===== src/verilog/cltc_consts.vh =====
`ifndef CLTC_CONSTS_VH
`define CLTC_CONSTS_VH

// ----------------------------------------------------------------------------
// clock and correction intervals
// ----------------------------------------------------------------------------
// sized at the timer width; the cycle products are formed in 22 bits and the largest, 2760000, fits
`define CLTC_CYC_PER_US 22'h64 // 100 MHz clock
`define CLTC_INTERVAL0_US 22'h35C // 860 us
`define CLTC_INTERVAL1_US 22'h6B8 // 1720 us
`define CLTC_INTERVAL2_US 22'h35E8 // 13800 us
`define CLTC_INTERVAL3_US 22'h6BD0 // 27600 us
`define CLTC_TMR_W 22

// ----------------------------------------------------------------------------
// register byte offsets
// ----------------------------------------------------------------------------
`define CLTC_ADDR_W 12
`define CLTC_OFS_CONFIG 12'h000
`define CLTC_OFS_PROFILE_DAC 12'h004
`define CLTC_OFS_PROFILE_SP01 12'h008
`define CLTC_OFS_PROFILE_SP2 12'h00C
`define CLTC_OFS_STATUS 12'h010

// ----------------------------------------------------------------------------
// config register fields
// ----------------------------------------------------------------------------
`define CLTC_CFG_MANUAL 0
`define CLTC_CFG_POLARITY 1
`define CLTC_CFG_RATE_LO 2
`define CLTC_CFG_RATE_HI 3
`define CLTC_CFG_OFFSET_LO 4
`define CLTC_CFG_OFFSET_HI 5

// ----------------------------------------------------------------------------
// status register fields
// ----------------------------------------------------------------------------
`define CLTC_ST_DAC_LO 0
`define CLTC_ST_DAC_HI 7
`define CLTC_ST_SP_LO 8
`define CLTC_ST_SP_HI 19
`define CLTC_ST_OE 20
`define CLTC_ST_LOOP 21
`define CLTC_ST_CMP_LO 22
`define CLTC_ST_CMP_HI 23

// ----------------------------------------------------------------------------
// reset values of configuration memory
// ----------------------------------------------------------------------------
`define CLTC_RST_MANUAL 1'h0
`define CLTC_RST_POLARITY 1'h0
`define CLTC_RST_RATE 2'h0
`define CLTC_RST_OFFSET 2'h0
`define CLTC_RST_PROF0_DAC 8'h80
`define CLTC_RST_PROF1_DAC 8'h80
`define CLTC_RST_PROF2_DAC 8'h80
`define CLTC_RST_PROF0_SP 12'h800
`define CLTC_RST_PROF1_SP 12'h800
`define CLTC_RST_PROF2_SP 12'h800

// ----------------------------------------------------------------------------
// codes
// ----------------------------------------------------------------------------
`define CLTC_DAC_ZERO 8'h80
`define CLTC_DAC_MIN 8'h00
`define CLTC_DAC_MAX 8'hFF
`define CLTC_CMP_EQ 2'h0
`define CLTC_CMP_UP 2'h1
`define CLTC_CMP_DN 2'h3
`define CLTC_SYNC_W 5

`endif


===== src/verilog/cltc_trim_cell.v =====
// The register offsets and register access over APB were decided locally.
`timescale 1ns/1ps
`default_nettype none
`include "cltc_consts.vh"

// Notes on behaviour
// - each correction compares setpoint with ADC sample: +1 higher, -1 lower, 0 equal.
// - nonzero result steps DAC register by sign and polarity; zero result holds it.
// - a per-channel error polarity setting chooses the correction direction.
// - corrections start at regular intervals from one shared rate setting.
// - rate setting picks 860 us, 1.72 ms, 13.8 ms or 27.6 ms.
// - channel n uses only the sample of its own monitor input n.
// - correction runs only while loop_correction_enable is asserted.
// - volatile setpoint register loaded from profile chosen by two select bits.
// - at reset the trim pad is high impedance and correction disabled.
// - at reset manual loads profile 0 DAC code, closed loop loads 80h.
// - at reset the setpoint register takes the profile 0 setpoint.
// - DAC register drives an 8-bit bipolar DAC, 80h is bipolar zero.
// - output offset select of four values, reset loaded, rewritable at run time.
// - output enable 0 puts pad in high impedance, 1 drives offset plus DAC.
// - output enable is 0 at reset and held until the link is established.
// - on profile select change the chosen setpoint is copied to the setpoint.
// - in manual mode a profile select change writes the chosen DAC code.
// - closed loop with correction disabled holds the last DAC value.
// - setpoints and setpoint register are 12 bits, like the ADC sample.
module cltc_trim_cell #(
  parameter [`CLTC_TMR_W-1:0] INTERVAL0_CYC = `CLTC_INTERVAL0_US * `CLTC_CYC_PER_US,
  parameter [`CLTC_TMR_W-1:0] INTERVAL1_CYC = `CLTC_INTERVAL1_US * `CLTC_CYC_PER_US,
  parameter [`CLTC_TMR_W-1:0] INTERVAL2_CYC = `CLTC_INTERVAL2_US * `CLTC_CYC_PER_US,
  parameter [`CLTC_TMR_W-1:0] INTERVAL3_CYC = `CLTC_INTERVAL3_US * `CLTC_CYC_PER_US
) (
  // clock and reset
  input wire clk,
  input wire rst_b,
  // apb slave
  input wire psel,
  input wire penable,
  input wire pwrite,
  input wire [`CLTC_ADDR_W-1:0] paddr,
  input wire [31:0] pwdata,
  output reg [31:0] prdata,
  output reg pready,
  output reg pslverr,
  // expander control link, asynchronous
  input wire loop_correction_enable,
  input wire trim_output_enable,
  input wire profile_select_bit0,
  input wire profile_select_bit1,
  input wire link_established,
  // adc result of this channel's own monitor input, same clock
  input wire [11:0] voltage_monitor_input,
  input wire voltage_monitor_valid,
  // trim output buffer
  output reg [7:0] trim_dac_code,
  output reg [1:0] trim_offset_sel,
  output reg trim_pad_oe
);

  // --------------------------------------------------------------------------
  // link input synchronisers
  // --------------------------------------------------------------------------
  reg [`CLTC_SYNC_W-1:0] sync1_ff;
  reg [`CLTC_SYNC_W-1:0] sync2_ff;
  reg [1:0] prof_prev_ff;
  wire cle_s;
  wire oe_s;
  wire [1:0] prof_s;
  wire link_s;

  // only sync2 is read by logic
  always @(posedge clk or negedge rst_b)
  begin
    if (!rst_b)
    begin
      sync1_ff <= {`CLTC_SYNC_W{1'b0}};
      sync2_ff <= {`CLTC_SYNC_W{1'b0}};
    end
    else
    begin
      sync1_ff <= {link_established, profile_select_bit1, profile_select_bit0,
                   trim_output_enable, loop_correction_enable};
      sync2_ff <= sync1_ff;
    end
  end

  assign cle_s = sync2_ff[0];
  assign oe_s = sync2_ff[1];
  assign prof_s = sync2_ff[3:2];
  assign link_s = sync2_ff[4];

  // --------------------------------------------------------------------------
  // configuration memory
  // --------------------------------------------------------------------------
  reg manual_ff;
  reg polarity_ff;
  reg [1:0] rate_ff;
  reg [7:0] prof_dac0_ff;
  reg [7:0] prof_dac1_ff;
  reg [7:0] prof_dac2_ff;
  reg [11:0] prof_sp0_ff;
  reg [11:0] prof_sp1_ff;
  reg [11:0] prof_sp2_ff;
  reg [11:0] setpoint_ff;
  reg [7:0] dac_ff;
  reg [1:0] cmp_ff;

  // apb access phase strobe; pready is already high in the first cycle of the access phase
  wire acc_done;
  wire wr_en;
  assign acc_done = psel & penable & pready;
  assign wr_en = acc_done & pwrite & ~pslverr;

  // software writes; offset select is rewritable at run time
  always @(posedge clk or negedge rst_b)
  begin
    if (!rst_b)
    begin
      manual_ff <= `CLTC_RST_MANUAL;
      polarity_ff <= `CLTC_RST_POLARITY;
      rate_ff <= `CLTC_RST_RATE;
      trim_offset_sel <= `CLTC_RST_OFFSET;
      prof_dac0_ff <= `CLTC_RST_PROF0_DAC;
      prof_dac1_ff <= `CLTC_RST_PROF1_DAC;
      prof_dac2_ff <= `CLTC_RST_PROF2_DAC;
      prof_sp0_ff <= `CLTC_RST_PROF0_SP;
      prof_sp1_ff <= `CLTC_RST_PROF1_SP;
      prof_sp2_ff <= `CLTC_RST_PROF2_SP;
    end
    else if (wr_en)
    begin
      case (paddr)
        `CLTC_OFS_CONFIG:
        begin
          manual_ff <= pwdata[`CLTC_CFG_MANUAL];
          polarity_ff <= pwdata[`CLTC_CFG_POLARITY];
          rate_ff <= pwdata[`CLTC_CFG_RATE_HI:`CLTC_CFG_RATE_LO];
          trim_offset_sel <= pwdata[`CLTC_CFG_OFFSET_HI:`CLTC_CFG_OFFSET_LO];
        end
        `CLTC_OFS_PROFILE_DAC:
        begin
          prof_dac0_ff <= pwdata[7:0];
          prof_dac1_ff <= pwdata[15:8];
          prof_dac2_ff <= pwdata[23:16];
        end
        `CLTC_OFS_PROFILE_SP01:
        begin
          prof_sp0_ff <= pwdata[11:0];
          prof_sp1_ff <= pwdata[27:16];
        end
        `CLTC_OFS_PROFILE_SP2: prof_sp2_ff <= pwdata[11:0];
        default: manual_ff <= manual_ff;
      endcase
    end
  end

  // --------------------------------------------------------------------------
  // apb read and answer
  // --------------------------------------------------------------------------
  reg [31:0] nxt_prdata;
  reg nxt_err;

  // decode in the setup cycle so prdata is a flop by the access phase
  always @*
  begin
    nxt_prdata = 32'h0000_0000;
    nxt_err = 1'b0;
    case (paddr)
      `CLTC_OFS_CONFIG:
      begin
        nxt_prdata[`CLTC_CFG_MANUAL] = manual_ff;
        nxt_prdata[`CLTC_CFG_POLARITY] = polarity_ff;
        nxt_prdata[`CLTC_CFG_RATE_HI:`CLTC_CFG_RATE_LO] = rate_ff;
        nxt_prdata[`CLTC_CFG_OFFSET_HI:`CLTC_CFG_OFFSET_LO] = trim_offset_sel;
      end
      `CLTC_OFS_PROFILE_DAC:
        nxt_prdata[23:0] = {prof_dac2_ff, prof_dac1_ff, prof_dac0_ff};
      `CLTC_OFS_PROFILE_SP01:
      begin
        nxt_prdata[11:0] = prof_sp0_ff;
        nxt_prdata[27:16] = prof_sp1_ff;
      end
      `CLTC_OFS_PROFILE_SP2:
        nxt_prdata[11:0] = prof_sp2_ff;
      `CLTC_OFS_STATUS:
      begin
        nxt_prdata[`CLTC_ST_DAC_HI:`CLTC_ST_DAC_LO] = dac_ff;
        nxt_prdata[`CLTC_ST_SP_HI:`CLTC_ST_SP_LO] = setpoint_ff;
        nxt_prdata[`CLTC_ST_OE] = trim_pad_oe;
        nxt_prdata[`CLTC_ST_LOOP] = cle_s & ~manual_ff;
        nxt_prdata[`CLTC_ST_CMP_HI:`CLTC_ST_CMP_LO] = cmp_ff;
      end
      default:
        nxt_err = 1'b1;
    endcase
    // status is read only, a write there is refused too
    if (pwrite && paddr == `CLTC_OFS_STATUS)
      nxt_err = 1'b1;
  end

  always @(posedge clk or negedge rst_b)
  begin
    if (!rst_b)
    begin
      prdata <= 32'h0000_0000;
      pready <= 1'b0;
      pslverr <= 1'b0;
    end
    else if (psel && !penable)
    begin
      prdata <= pwrite ? 32'h0000_0000 : nxt_prdata;
      pslverr <= nxt_err;
      pready <= 1'b1;
    end
    else
    begin
      pready <= 1'b0;
      pslverr <= 1'b0;
    end
  end

  // --------------------------------------------------------------------------
  // shared correction interval timer
  // --------------------------------------------------------------------------
  reg [`CLTC_TMR_W-1:0] tmr_ff;
  reg [`CLTC_TMR_W-1:0] interval_cyc;
  wire tick;

  always @*
  begin
    case (rate_ff)
      2'h0: interval_cyc = INTERVAL0_CYC;
      2'h1: interval_cyc = INTERVAL1_CYC;
      2'h2: interval_cyc = INTERVAL2_CYC;
      default: interval_cyc = INTERVAL3_CYC;
    endcase
  end

  assign tick = (tmr_ff >= interval_cyc - {{(`CLTC_TMR_W-1){1'b0}}, 1'b1});

  // free running so all channels would see one common cadence
  always @(posedge clk or negedge rst_b)
  begin
    if (!rst_b)
      tmr_ff <= {`CLTC_TMR_W{1'b0}};
    else if (tick)
      tmr_ff <= {`CLTC_TMR_W{1'b0}};
    else
      tmr_ff <= tmr_ff + {{(`CLTC_TMR_W-1){1'b0}}, 1'b1};
  end

  // --------------------------------------------------------------------------
  // profile selection
  // --------------------------------------------------------------------------
  wire [7:0] sel_dac;
  wire [11:0] sel_sp;
  wire prof_chg;

  // code 3 has no profile of its own and falls back to profile 2
  assign sel_dac = (prof_s == 2'h0) ? prof_dac0_ff :
                   (prof_s == 2'h1) ? prof_dac1_ff : prof_dac2_ff;
  assign sel_sp = (prof_s == 2'h0) ? prof_sp0_ff :
                  (prof_s == 2'h1) ? prof_sp1_ff : prof_sp2_ff;

  assign prof_chg = (prof_s != prof_prev_ff);

  // --------------------------------------------------------------------------
  // closed loop correction
  // --------------------------------------------------------------------------
  reg armed_ff;
  reg [1:0] nxt_cmp;
  wire loop_on;
  wire do_step;
  wire step_up;

  assign loop_on = cle_s & ~manual_ff;
  // the sample is this channel's own monitor only
  assign do_step = loop_on & armed_ff & voltage_monitor_valid;

  // three-state comparison of setpoint against sample
  always @*
  begin
    if (setpoint_ff > voltage_monitor_input)
      nxt_cmp = `CLTC_CMP_UP;
    else if (setpoint_ff < voltage_monitor_input)
      nxt_cmp = `CLTC_CMP_DN;
    else
      nxt_cmp = `CLTC_CMP_EQ;
  end

  assign step_up = (nxt_cmp == `CLTC_CMP_UP) ^ polarity_ff;

  // a tick arms one correction; it waits for the next fresh sample
  always @(posedge clk or negedge rst_b)
  begin
    if (!rst_b)
      armed_ff <= 1'b0;
    else if (!loop_on)
      armed_ff <= 1'b0;
    else if (tick)
      armed_ff <= 1'b1;
    else if (do_step)
      armed_ff <= 1'b0;
  end

  // setpoint register, dac register and comparison result
  always @(posedge clk or negedge rst_b)
  begin
    if (!rst_b)
    begin
      prof_prev_ff <= 2'h0;
      setpoint_ff <= `CLTC_RST_PROF0_SP;
      dac_ff <= `CLTC_RST_MANUAL ? `CLTC_RST_PROF0_DAC : `CLTC_DAC_ZERO;
      cmp_ff <= `CLTC_CMP_EQ;
    end
    else
    begin
      prof_prev_ff <= prof_s;
      if (prof_chg)
        setpoint_ff <= sel_sp;
      if (manual_ff && prof_chg)
        dac_ff <= sel_dac;
      else if (do_step && nxt_cmp != `CLTC_CMP_EQ)
      begin
        if (step_up && dac_ff != `CLTC_DAC_MAX)
          dac_ff <= dac_ff + 8'h01;
        else if (!step_up && dac_ff != `CLTC_DAC_MIN)
          dac_ff <= dac_ff - 8'h01;
      end
      // otherwise held, also while correction is off
      if (do_step)
        cmp_ff <= nxt_cmp;
    end
  end

  // --------------------------------------------------------------------------
  // trim output buffer
  // --------------------------------------------------------------------------
  // enable waits for the link so the pad stays passive until then
  always @(posedge clk or negedge rst_b)
  begin
    if (!rst_b)
    begin
      trim_pad_oe <= 1'b0;
      trim_dac_code <= `CLTC_DAC_ZERO;
    end
    else
    begin
      trim_pad_oe <= oe_s & link_s;
      trim_dac_code <= dac_ff;
    end
  end

endmodule // cltc_trim_cell

`default_nettype wire


===== config.mk =====
export PLATFORM = sky130hd
export DESIGN_NAME = cltc_trim_cell
export DESIGN_NICKNAME = d
export VERILOG_FILES = /design/src/verilog/cltc_trim_cell.v
export VERILOG_INCLUDE_DIRS = /design/src /design/src/verilog
export SDC_FILE = /design/constraint.sdc
export NUM_CORES = 1
export LEC_CHECK = 0
export ABC_CLOCK_PERIOD_IN_PS = 4600
export BUFFER_PORTS_ARGS = -buffer_cell sky130_fd_sc_hd__buf_2
export CORE_MARGIN = 1.5
export CORE_UTILIZATION = 45
export DETAILED_ROUTE_END_ITERATION = 8
export GPL_TIMING_DRIVEN = 0
export PLACE_DENSITY = 0.63
export SLEW_MARGIN = 0
export SYNTH_ARGS = -nofsm -noshare
export SYNTH_HDL_FRONTEND = slang
export SYNTH_SLANG_ARGS = --single-unit

===== constraint.sdc =====
create_clock -name clk -period 4.6 [get_ports clk]
set_clock_uncertainty 0.1 [all_clocks]
set_input_delay 0.23 -clock clk [delete_from_list [all_inputs] [get_ports clk]]
set_output_delay 0.23 -clock clk [all_outputs]
set_load 0.03 [all_outputs]

==> results.cfg, run 1 <==
[grt]
grt_pass1_vias = 6297
grt_use_total_pct = 25.0
grt_max_degree = 65
grt.overflow.total = 0
antenna_found_initial = 0
grt_pass1_wl_mm = 34.8

[timing]
fmax_ghz = 0.230
slew-limit-headroom_pct = 35.6
setup_viol = 0
rsz0062_at_grt = false
tightest_slew_ns = 0.958
drv_slew = 0
layout_min_cycle_time_ns = 4.36
hold_violations = 0
fin_crit_sh_pct = 94.7
finalSetupTns_ns = 0

[logic_synthesis]
synth_seq_cells = 162
async_flop_share_pct = 100
synth_cells = 709
netlist_area_um2 = 8020
synth.yosys.seq_area_share_pct = 50.7
synth_warnings = 0
syn_avg_cell_area_um2 = 11.3
synth-edff-count = 0
yosys.cell_types.count = 53
synthFlopType = dfrtp_1

[finish]
layout_commonest_cell = dfrtp_1
drive_above_1_share_pct = 26.6
layout.nets = 980
diodes = 0
area_growth_pct = 22.7
final_cell_mix = dfrtp_1 (153), buf_2 (107), nand2_1 (74)

[power]
seq_power_share_pct = 47.4
power_density_nw_per_um2 = 308
power.total_mw = 3.03
net-switching-power_uw = 749
internal_power_mw = 2.28
ir_worst_vdd_v = 0.000248
power_leakage_nw = 4.78
pwr-share-clk_pct = 47.3
switching_share_pct = 24.7
combPwrFrac_pct = 5.3

[critical_path]
r2r_cells = 15
cpMostUsedCell = ha_1
ff2ff_setup_slack_ns = 0.24
worstPathRequired_ns = 4.86
critPathMaxFanout = 8
crit_slowest_cell = or4b_2
end_kind = register
slowest_delay_ns = 0.68
worstSetupPathType = register to register
startpoint = setpoint_ff[1]$_DFFE_PN0N_
cp_cell_sequence = ha_1 -> nor2b_1 -> o211ai_2 -> a211oi_1 -> or4b_2 -> nand3_1 -> inv_1 -> ha_1 -> a21o_1 -> a21oi_1 -> o21ai_0 -> o41ai_1 -> or3_1 -> o2111a_1 -> o21ai_1
critPathLaunchType = register
r2r-end = dac_ff[7]$_DFFE_PN1P_
r2r-start = setpoint_ff[1]$_DFFE_PN0N_
cp_data_arrival_time_ns = 4.62

[worst_hold_path]
min_from = voltage_monitor_valid
holdPathStages = 3
whs_endpoint = armed_ff$_DFFE_PN0P_
hp-class = input pin to register

[clock_network]
root_buffer = clkbuf_16
clk-insertion-delay-late_ns = 0.43
htreeDepth = 4
numCtsBuffers = 17
cts_tree = done
path_clk_slew_ns = 0.07
clkSinkCount = 162
cts_max_path_buffers = 2

[detailed_routing]
drt-pass1-iter-count = 6
via_per_inst = 5.70
vias = 6326
wl_per_cell_um = 20.0
drtIter0Drc = 684
drcViolationCount = 0
drt_wl_total_mm = 22.1
ant_nets = 0

[floorplanning]
die_w_um = 136
initial_core_util_pct = 46.2
dieArea_um2 = 18600
core_area_um2 = 17400
die_h_um = 136
row_count = 48
ios = 112

[placement]
finalWeightedCongestion = 0.895
dp_hpwl_mm = 16.2
io_buffers = 103

[outcome]
status = finished clean

[flow_run]
cap_violations = 0
[critical path: cells and delay by family (launching register included)]
kind            cells  cell delay, ns
fa+ha+maj           2            0.63
flops               1            0.43
simple gates        4            1.25
buf+inv             1            0.21
compound gates      8            1.65
[routing by layer]
layer	wire [µm]	global-route usage, %
met1	10000	34.9
met2	10100	38.7
met3	1440	4.62
met4	567	9.22
met5	0	0
[layout make-up]
cell class / instances / area [µm²]
buffer: 34 / 155
clock buffer: 18 / 439
clock inverter: 14 / 159
fill: 1469 / 7520
inverter: 21 / 78.8
multi-input combinational: 495 / 3730
sequential: 162 / 4070
tap: 225 / 282
timing repair buffer: 140 / 922
[cells in the mapped netlist (all sizes together), types with 5 or more instances]
| cell type | number | area share, % |
|---|---|---|
| nand4 | 16 | 1.2 |
| dfrtp | 153 | 48 |
| xnor2 | 13 | 1.4 |
| o21ai | 40 | 2.5 |
| a222oi | 20 | 2.5 |
| mux2i | 21 | 2.6 |
| nor2 | 50 | 2.3 |
| mux2 | 77 | 11 |
| clkbuf | 21 | 0.98 |
| buf | 13 | 0.95 |
| a21oi | 24 | 1.5 |
| dfstp | 9 | 3.0 |
| nor2b | 5 | 0.39 |
| inv | 21 | 0.98 |
| nand3 | 12 | 0.75 |
| nand2 | 74 | 3.5 |
| a22oi | 11 | 1.0 |
| o221ai | 5 | 0.55 |
| a21boi | 6 | 0.56 |
| a211oi | 6 | 0.72 |
| ha | 41 | 6.4 |
| a21o | 17 | 1.6 |
| xor2 | 17 | 1.9 |
| nor3 | 6 | 0.37 |
[power by group through the flow]
| stage | Combinational (mW) | Clock [mW] | Sequential (mW) |
|---|---|---|---|
| detailed placement | 0.139 | 0 | 1.46 |
| finish | 0.161 | 1.44 | 1.44 |
| floorplan | 0.0464 | 0 | 1.47 |
| global placement | 0.129 | 0 | 1.46 |
| CTS | 0.162 | 1.46 | 1.44 |
| global route | 0.177 | 1.52 | 1.44 |
[cell families after synthesis]
| logic type | after synthesis | share of synthesized area [%] |
|---|---|---|
| DFF | 162 | 50.7 |
| and+or+nand+nor | 181 | 10.7 |
| buffers and inverters | 55 | 2.92 |
| adders and majority gates | 42 | 6.65 |
| xor gates and xnor gates | 30 | 3.28 |
| other | 1 | 0.0468 |
| AOI/OAI and AO/OA | 140 | 12.3 |
| muxes | 98 | 13.4 |
[registers in the layout (all words and copies together) (netlist names), 2 cells and up]
signal	count
cmp_ff	2
dac_ff	8
prdata	28
prof_dac0_ff	8
prof_dac1_ff	8
prof_dac2_ff	8
prof_prev_ff	2
prof_sp0_ff	12
prof_sp1_ff	12
prof_sp2_ff	12
rate_ff	2
setpoint_ff	12
sync1_ff	5
sync2_ff	5
tmr_ff	22
trim_dac_code	8
trim_offset_sel	2
[worst max-delay path by stage]
stage,endpoint,slack [ns],cells after the start
floorplan,dac_ff[7]$_DFFE_PN1P_,0.89,15
global placement,dac_ff[7]$_DFFE_PN1P_,0.52,14
detailed placement,dac_ff[7]$_DFFE_PN1P_,0.34,15
CTS,dac_ff[7]$_DFFE_PN1P_,0.32,15
global route,dac_ff[7]$_DFFE_PN1P_,0.08,15
finish,dac_ff[7]$_DFFE_PN1P_,0.24,15
[per-stage QoR]
step | hold WS (ns) | utilization (%) | std cells | instance area [µm²] | setup slack (ns)
floorplan | -0.166 | - | 712 | 8030 | 0.886
global placement | 0.234 | 50.8 | 1040 | 8820 | 0.516
detailed placement | 0.0593 | 51.2 | 1043 | 8890 | 0.344
CTS | 0.0235 | 56.6 | 1109 | 9830 | 0.324
global route | 0.0399 | 56.7 | 1109 | 9830 | 0.0823
finish | 0.0276 | 56.7 | 1109 | 9830 | 0.244
[repair_timing]
action	4_1_cts	5_1_grt
gates resized for setup	0	1
endpoints found under the setup margin	0	1
hold buffers	34	0
setup buffers	0	0
hold endpoints to repair	107	0
(Power assumes the default switching activity.)
==> inputs of run 2 (changes only) <==
Settings changed: CORE_ASPECT_RATIO from default to 1.1.
==> results.cfg, run 2 (synthesized netlist as in run 1, its figures left out) <==
[finish]
layout.nets = 976
fin_area_um2 = 9840
diodes = 0
multi_input_area_um2 = 3740
drive_above_1_share_pct = 26.4
num-fill-cells = 1518
reg_top3 = prdata (28), tmr_ff (22)
final_cell_mix = dfrtp_1 (153), buf_2 (106), nand2_1 (74)
largest_reg_flops = 28
layout_commonest_cell = dfrtp_1
area_growth_pct = 22.7
register_area_um2 = 4070
largest-register = prdata

[floorplanning]
initial_core_util_pct = 45.7
core_area_um2 = 17500
die_h_um = 143
dieArea_um2 = 18600
ios = 112
die_w_um = 130
row_count = 51

[clock_network]
clkSinkCount = 162
clk-insertion-delay-late_ns = 0.43
numCtsBuffers = 17
cts_max_path_buffers = 2
cts_tree = done
path_clk_slew_ns = 0.07
root_buffer = clkbuf_16
htreeDepth = 4

[timing]
hold_violations = 0
fin_crit_sh_pct = 94.1
finalSetupTns_ns = 0
layout_min_cycle_time_ns = 4.33
drv_slew = 0
slew-limit-headroom_pct = 38.4
setup_viol = 0
rsz0062_at_grt = false
fmax_ghz = 0.231
tightest_slew_ns = 0.923

[grt]
grt_max_degree = 105
grt_pass1_vias = 6460
grt_use_total_pct = 25.6
grt_pass1_wl_mm = 35.3
grt.overflow.total = 0
antenna_found_initial = 0

[critical_path]
cp_cell_sequence = ha_1 -> a21oi_1 -> nand2_1 -> a21o_1 -> or4b_2 -> nand3_1 -> inv_1 -> ha_1 -> a21o_1 -> a21oi_1 -> o21ai_0 -> o41ai_1 -> or3_1 -> o2111a_1 -> o21ai_1
crit_slowest_cell = or4b_2
cpLargestDelayFamily = compound AO/OA/AOI/OAI gates
critPathMaxFanout = 8
critPathBufInv = 1
cp_data_arrival_time_ns = 4.59
r2r-start = setpoint_ff[10]$_DFFE_PN0N_
end_kind = register
worstPathRequired_ns = 4.86
cp.depth = 15
worstSetupPathType = register to register
r2r_cells = 15
critPathLaunchType = register
startpoint = setpoint_ff[10]$_DFFE_PN0N_
slowest_delay_ns = 0.63

[detailed_routing]
wl_per_cell_um = 19.9
drt-pass1-iter-count = 6
drtIter0Drc = 520
vias = 6291
via_per_inst = 5.63
drt_wl_total_mm = 22.3
drcViolationCount = 0
ant_nets = 0

[placement]
finalWeightedCongestion = 0.930
io_buffers = 103
dp_hpwl_mm = 16.1
placedInstanceArea_um2 = 8880

[power]
ir_worst_vdd_v = 0.000259
power_density_nw_per_um2 = 317
power_leakage_nw = 4.76
power.total_mw = 3.12

[worst_hold_path]
min_from = pwdata[0]
holdPathStages = 2
hp-class = input pin to register

[flow_run]
cap_violations = 0

[outcome]
status = finished clean
[run 2: changes by cell type in the layout (fill, tap and decap cells not counted), sizes merged]
cell / previous run / this run
inv: 30 / 26
dlygate4sd3: 34 / 32
clkinv: 4 / 1
buf: 119 / 117
clkinvlp: 0 / 3
bufinv: 1 / 4
[run 2: layout make-up]
type | count | area share [%]
clock buffer | 18 | 4.36
tap | 238 | 3.03
multi-input combinational | 495 | 38.0
buffer | 34 | 1.58
sequential | 162 | 41.3
inverter | 21 | 0.801
clock inverter | 13 | 2.04
timing repair buffer | 136 | 8.84
[run 2: power by group]
part | leakage (nW) | internal [mW] | switching (mW) | total [mW]
logic | 2.35 | 0.0612 | 0.0941 | 0.155
clock network | 0.297 | 0.918 | 0.605 | 1.52
registers | 2.11 | 1.43 | 0.00501 | 1.44
total | 4.76 | 2.41 | 0.704 | 3.12
[run 2: worst register-to-register path: stages (launching register included)]
cell and delay (ns):
dfrtp_1 0.44, ha_1 0.34, a21oi_1 0.16, nand2_1 0.07
a21o_1 0.21, or4b_2 0.64, nand3_1 0.20, inv_1 0.19
ha_1 0.31, a21o_1 0.15, a21oi_1 0.20, o21ai_0 0.17
o41ai_1 0.62, or3_1 0.20, o2111a_1 0.18, o21ai_1 0.06
[run 2: metrics by stage]
step	setup WS (ns)	std cells	hold WS (ns)	utilization, %
global route	0.0245	1117	0.0108	56.0
CTS	0.232	1117	0.00805	56.0
finish	0.271	1117	0.0235	56.0
global placement	0.463	1053	0.234	50.4
floorplan	0.886	712	-0.166	-
detailed placement	0.271	1054	0.144	50.6
[run 2: what timing repair did]
| action | CTS | global route |
|---|---|---|
| hold buffers | 32 | 0 |
| hold endpoints to repair | 117 | 0 |
| endpoints found under the setup margin | 0 | 1 |
| buffers inserted | 0 | 0 |
| gates resized for setup | 0 | 1 |
[run 2: layer usage]
metal / up-vias / track usage, % / share of wire, %
li1: 2888 / - / -
met1: 3106 / 32.1 / 42
met2: 253 / 42.7 / 50
met3: 44 / 5.43 / 5.4
met4: 0 / 10.5 / 3.0
met5: - / 0 / 0
[run 2: final timing paths]
path | to | slack (ns)
setup / recovery | dac_ff[7]$_DFFE_PN1P_ | 0.27
hold / removal | manual_ff$_DFFE_PN0P_ | 0.02
setup reg to reg | dac_ff[7]$_DFFE_PN1P_ | 0.27
hold reg to reg | sync2_ff[1]$_DFF_PN0_ | 0.25
max in group asynchronous | prof_dac1_ff[7]$_DFFE_PN1P_ | 3.24
min in group asynchronous | tmr_ff[6]$_DFF_PN0_ | 0.25
==> inputs of run 3 (changes only) <==
Settings changed: CORE_UTILIZATION 45 to 40, PLACE_DENSITY 0.63 to 0.55.
==> results.cfg, run 3 (synthesized netlist as in run 1, its figures left out) <==
[grt]
grt.overflow.total = 0
grt_use_total_pct = 22.7
grt_max_degree = 85
grt_pass1_vias = 6228
grt_pass1_wl_mm = 35.0
antenna_found_initial = 0

[worst_hold_path]
holdPathStages = 2
min_from = pwdata[2]
hp-class = input pin to register
whs_endpoint = prof_sp0_ff[2]$_DFFE_PN0P_

[critical_path]
ff2ff_setup_slack_ns = 0.33
crit_slowest_cell = nor3_1
worstPathRequired_ns = 4.85
slowest_delay_ns = 0.57
cp_data_arrival_time_ns = 4.52
worstSetupPathType = register to register
cpLargestDelayFamily = compound AO/OA/AOI/OAI gates
critPathLaunchType = register
end_kind = register
r2r_cells = 15
critPathBufInv = 1
r2r-start = setpoint_ff[10]$_DFFE_PN0N_
cp.depth = 15
cp_cell_sequence = ha_1 -> nand4_1 -> nor3_1 -> nor3_1 -> a22oi_1 -> nand3_1 -> inv_1 -> ha_1 -> a21o_1 -> a21oi_1 -> o21ai_0 -> o41ai_1 -> or3_1 -> o2111a_1 -> o21ai_1
critPathMaxFanout = 8
r2r-end = dac_ff[7]$_DFFE_PN1P_

[finish]
finalCoreUtilization_pct = 49.5
register_area_um2 = 4070
layout.nets = 975
area_growth_pct = 21.8
multi_input_area_um2 = 3730
fin_cells = 1131
diodes = 0
num-fill-cells = 1851
largest_reg_flops = 28
layout_commonest_cell = dfrtp_1
drive_above_1_share_pct = 26.2
largest-register = prdata
reg_top3 = prdata (28), tmr_ff (22)
final_cell_mix = dfrtp_1 (153), buf_2 (106), nand2_1 (74)

[timing]
drv_slew = 0
rsz0062_at_grt = false
hold_violations = 0
tightest_slew_ns = 0.969
layout_min_cycle_time_ns = 4.27
setup_viol = 0
setup_slack_ns = 0.328
slew-limit-headroom_pct = 35.3
fmax_ghz = 0.234
holdWs_ns = 0.0268
fin_crit_sh_pct = 92.9
finalSetupTns_ns = 0

[clock_network]
root_buffer = clkbuf_16
cts_hold_buf = 30
cts_max_path_buffers = 2
ctsResizeCount = 0
clkSinkCount = 162
cts_tree = done
numCtsBuffers = 17
path_clk_slew_ns = 0.06
clk-insertion-delay-late_ns = 0.43
htreeDepth = 4
postCtsSetupRepairBufs = 0

[detailed_routing]
drt_wl_total_mm = 22.5
wl_per_cell_um = 19.9
drt-pass1-iter-count = 7
vias = 6243
drcViolationCount = 0
drtIter0Drc = 535
via_per_inst = 5.52
ant_nets = 0

[floorplanning]
row_count = 54
ios = 112
dieArea_um2 = 20900
core_area_um2 = 19700
die_h_um = 151
die_w_um = 138
initial_core_util_pct = 40.6

[placement]
dp_hpwl_mm = 16.5
dp_slack_ns = 0.366
dp_cells = 1068
io_buffers = 103
finalWeightedCongestion = 0.863

[power]
power_leakage_nw = 4.72
net-switching-power_uw = 688
ir_worst_vdd_v = 0.000239
switching_share_pct = 23.5
combPwrFrac_pct = 5.4
seq_power_share_pct = 49.2
power_density_nw_per_um2 = 299
internal_power_mw = 2.24
pwr-share-clk_pct = 45.4

[flow_run]
cap_violations = 0

[outcome]
status = finished clean
## run 3: power groups by stage
stage	sequential, mW	clock (mW)	combinational (mW)
finish	1.44	1.33	0.158
global route	1.44	1.43	0.175
CTS	1.44	1.36	0.160
detailed placement	1.46	0	0.140
global placement	1.46	0	0.133
floorplan	1.47	0	0.0464
## run 3: stage by stage
| step | cell area (µm²) | total power, mW |
|---|---|---|
| 6_report | 9760 | 2.92 |
| 4_1_cts | 9750 | 2.96 |
| 5_1_grt | 9760 | 3.04 |
| 3_3_place_gp | 8860 | 1.60 |
| 2_1_floorplan | 8030 | 1.51 |
| 3_5_place_dp | 8900 | 1.60 |
## run 3: worst max-delay path by stage
stage | end | from
floorplan | dac_ff[7]$_DFFE_PN1P_ | setpoint_ff[10]$_DFFE_PN0N_
global placement | dac_ff[7]$_DFFE_PN1P_ | setpoint_ff[1]$_DFFE_PN0N_
detailed placement | dac_ff[7]$_DFFE_PN1P_ | setpoint_ff[10]$_DFFE_PN0N_
CTS | dac_ff[7]$_DFFE_PN1P_ | setpoint_ff[10]$_DFFE_PN0N_
global route | dac_ff[7]$_DFFE_PN1P_ | setpoint_ff[10]$_DFFE_PN0N_
finish | dac_ff[7]$_DFFE_PN1P_ | setpoint_ff[10]$_DFFE_PN0N_
## run 3: area by class of cell
cell class	instances	area share, %
clock buffers	23	4.90
repair buffers	135	8.84
multi-input cells	495	38.3
plain buffers	34	1.59
flip-flops and latches	162	41.6
inverters	21	0.807
well taps	252	3.23
clock inverters	9	0.743
## run 3: metal layers
metal / track usage, % / vias to the layer above / wire length, µm
met5: 0 / - / 0
met4: 8.28 / 0 / 595
met3: 4.69 / 36 / 1200
met2: 37.8 / 203 / 11000
met1: 29.2 / 3118 / 9700
li1: - / 2886 / -
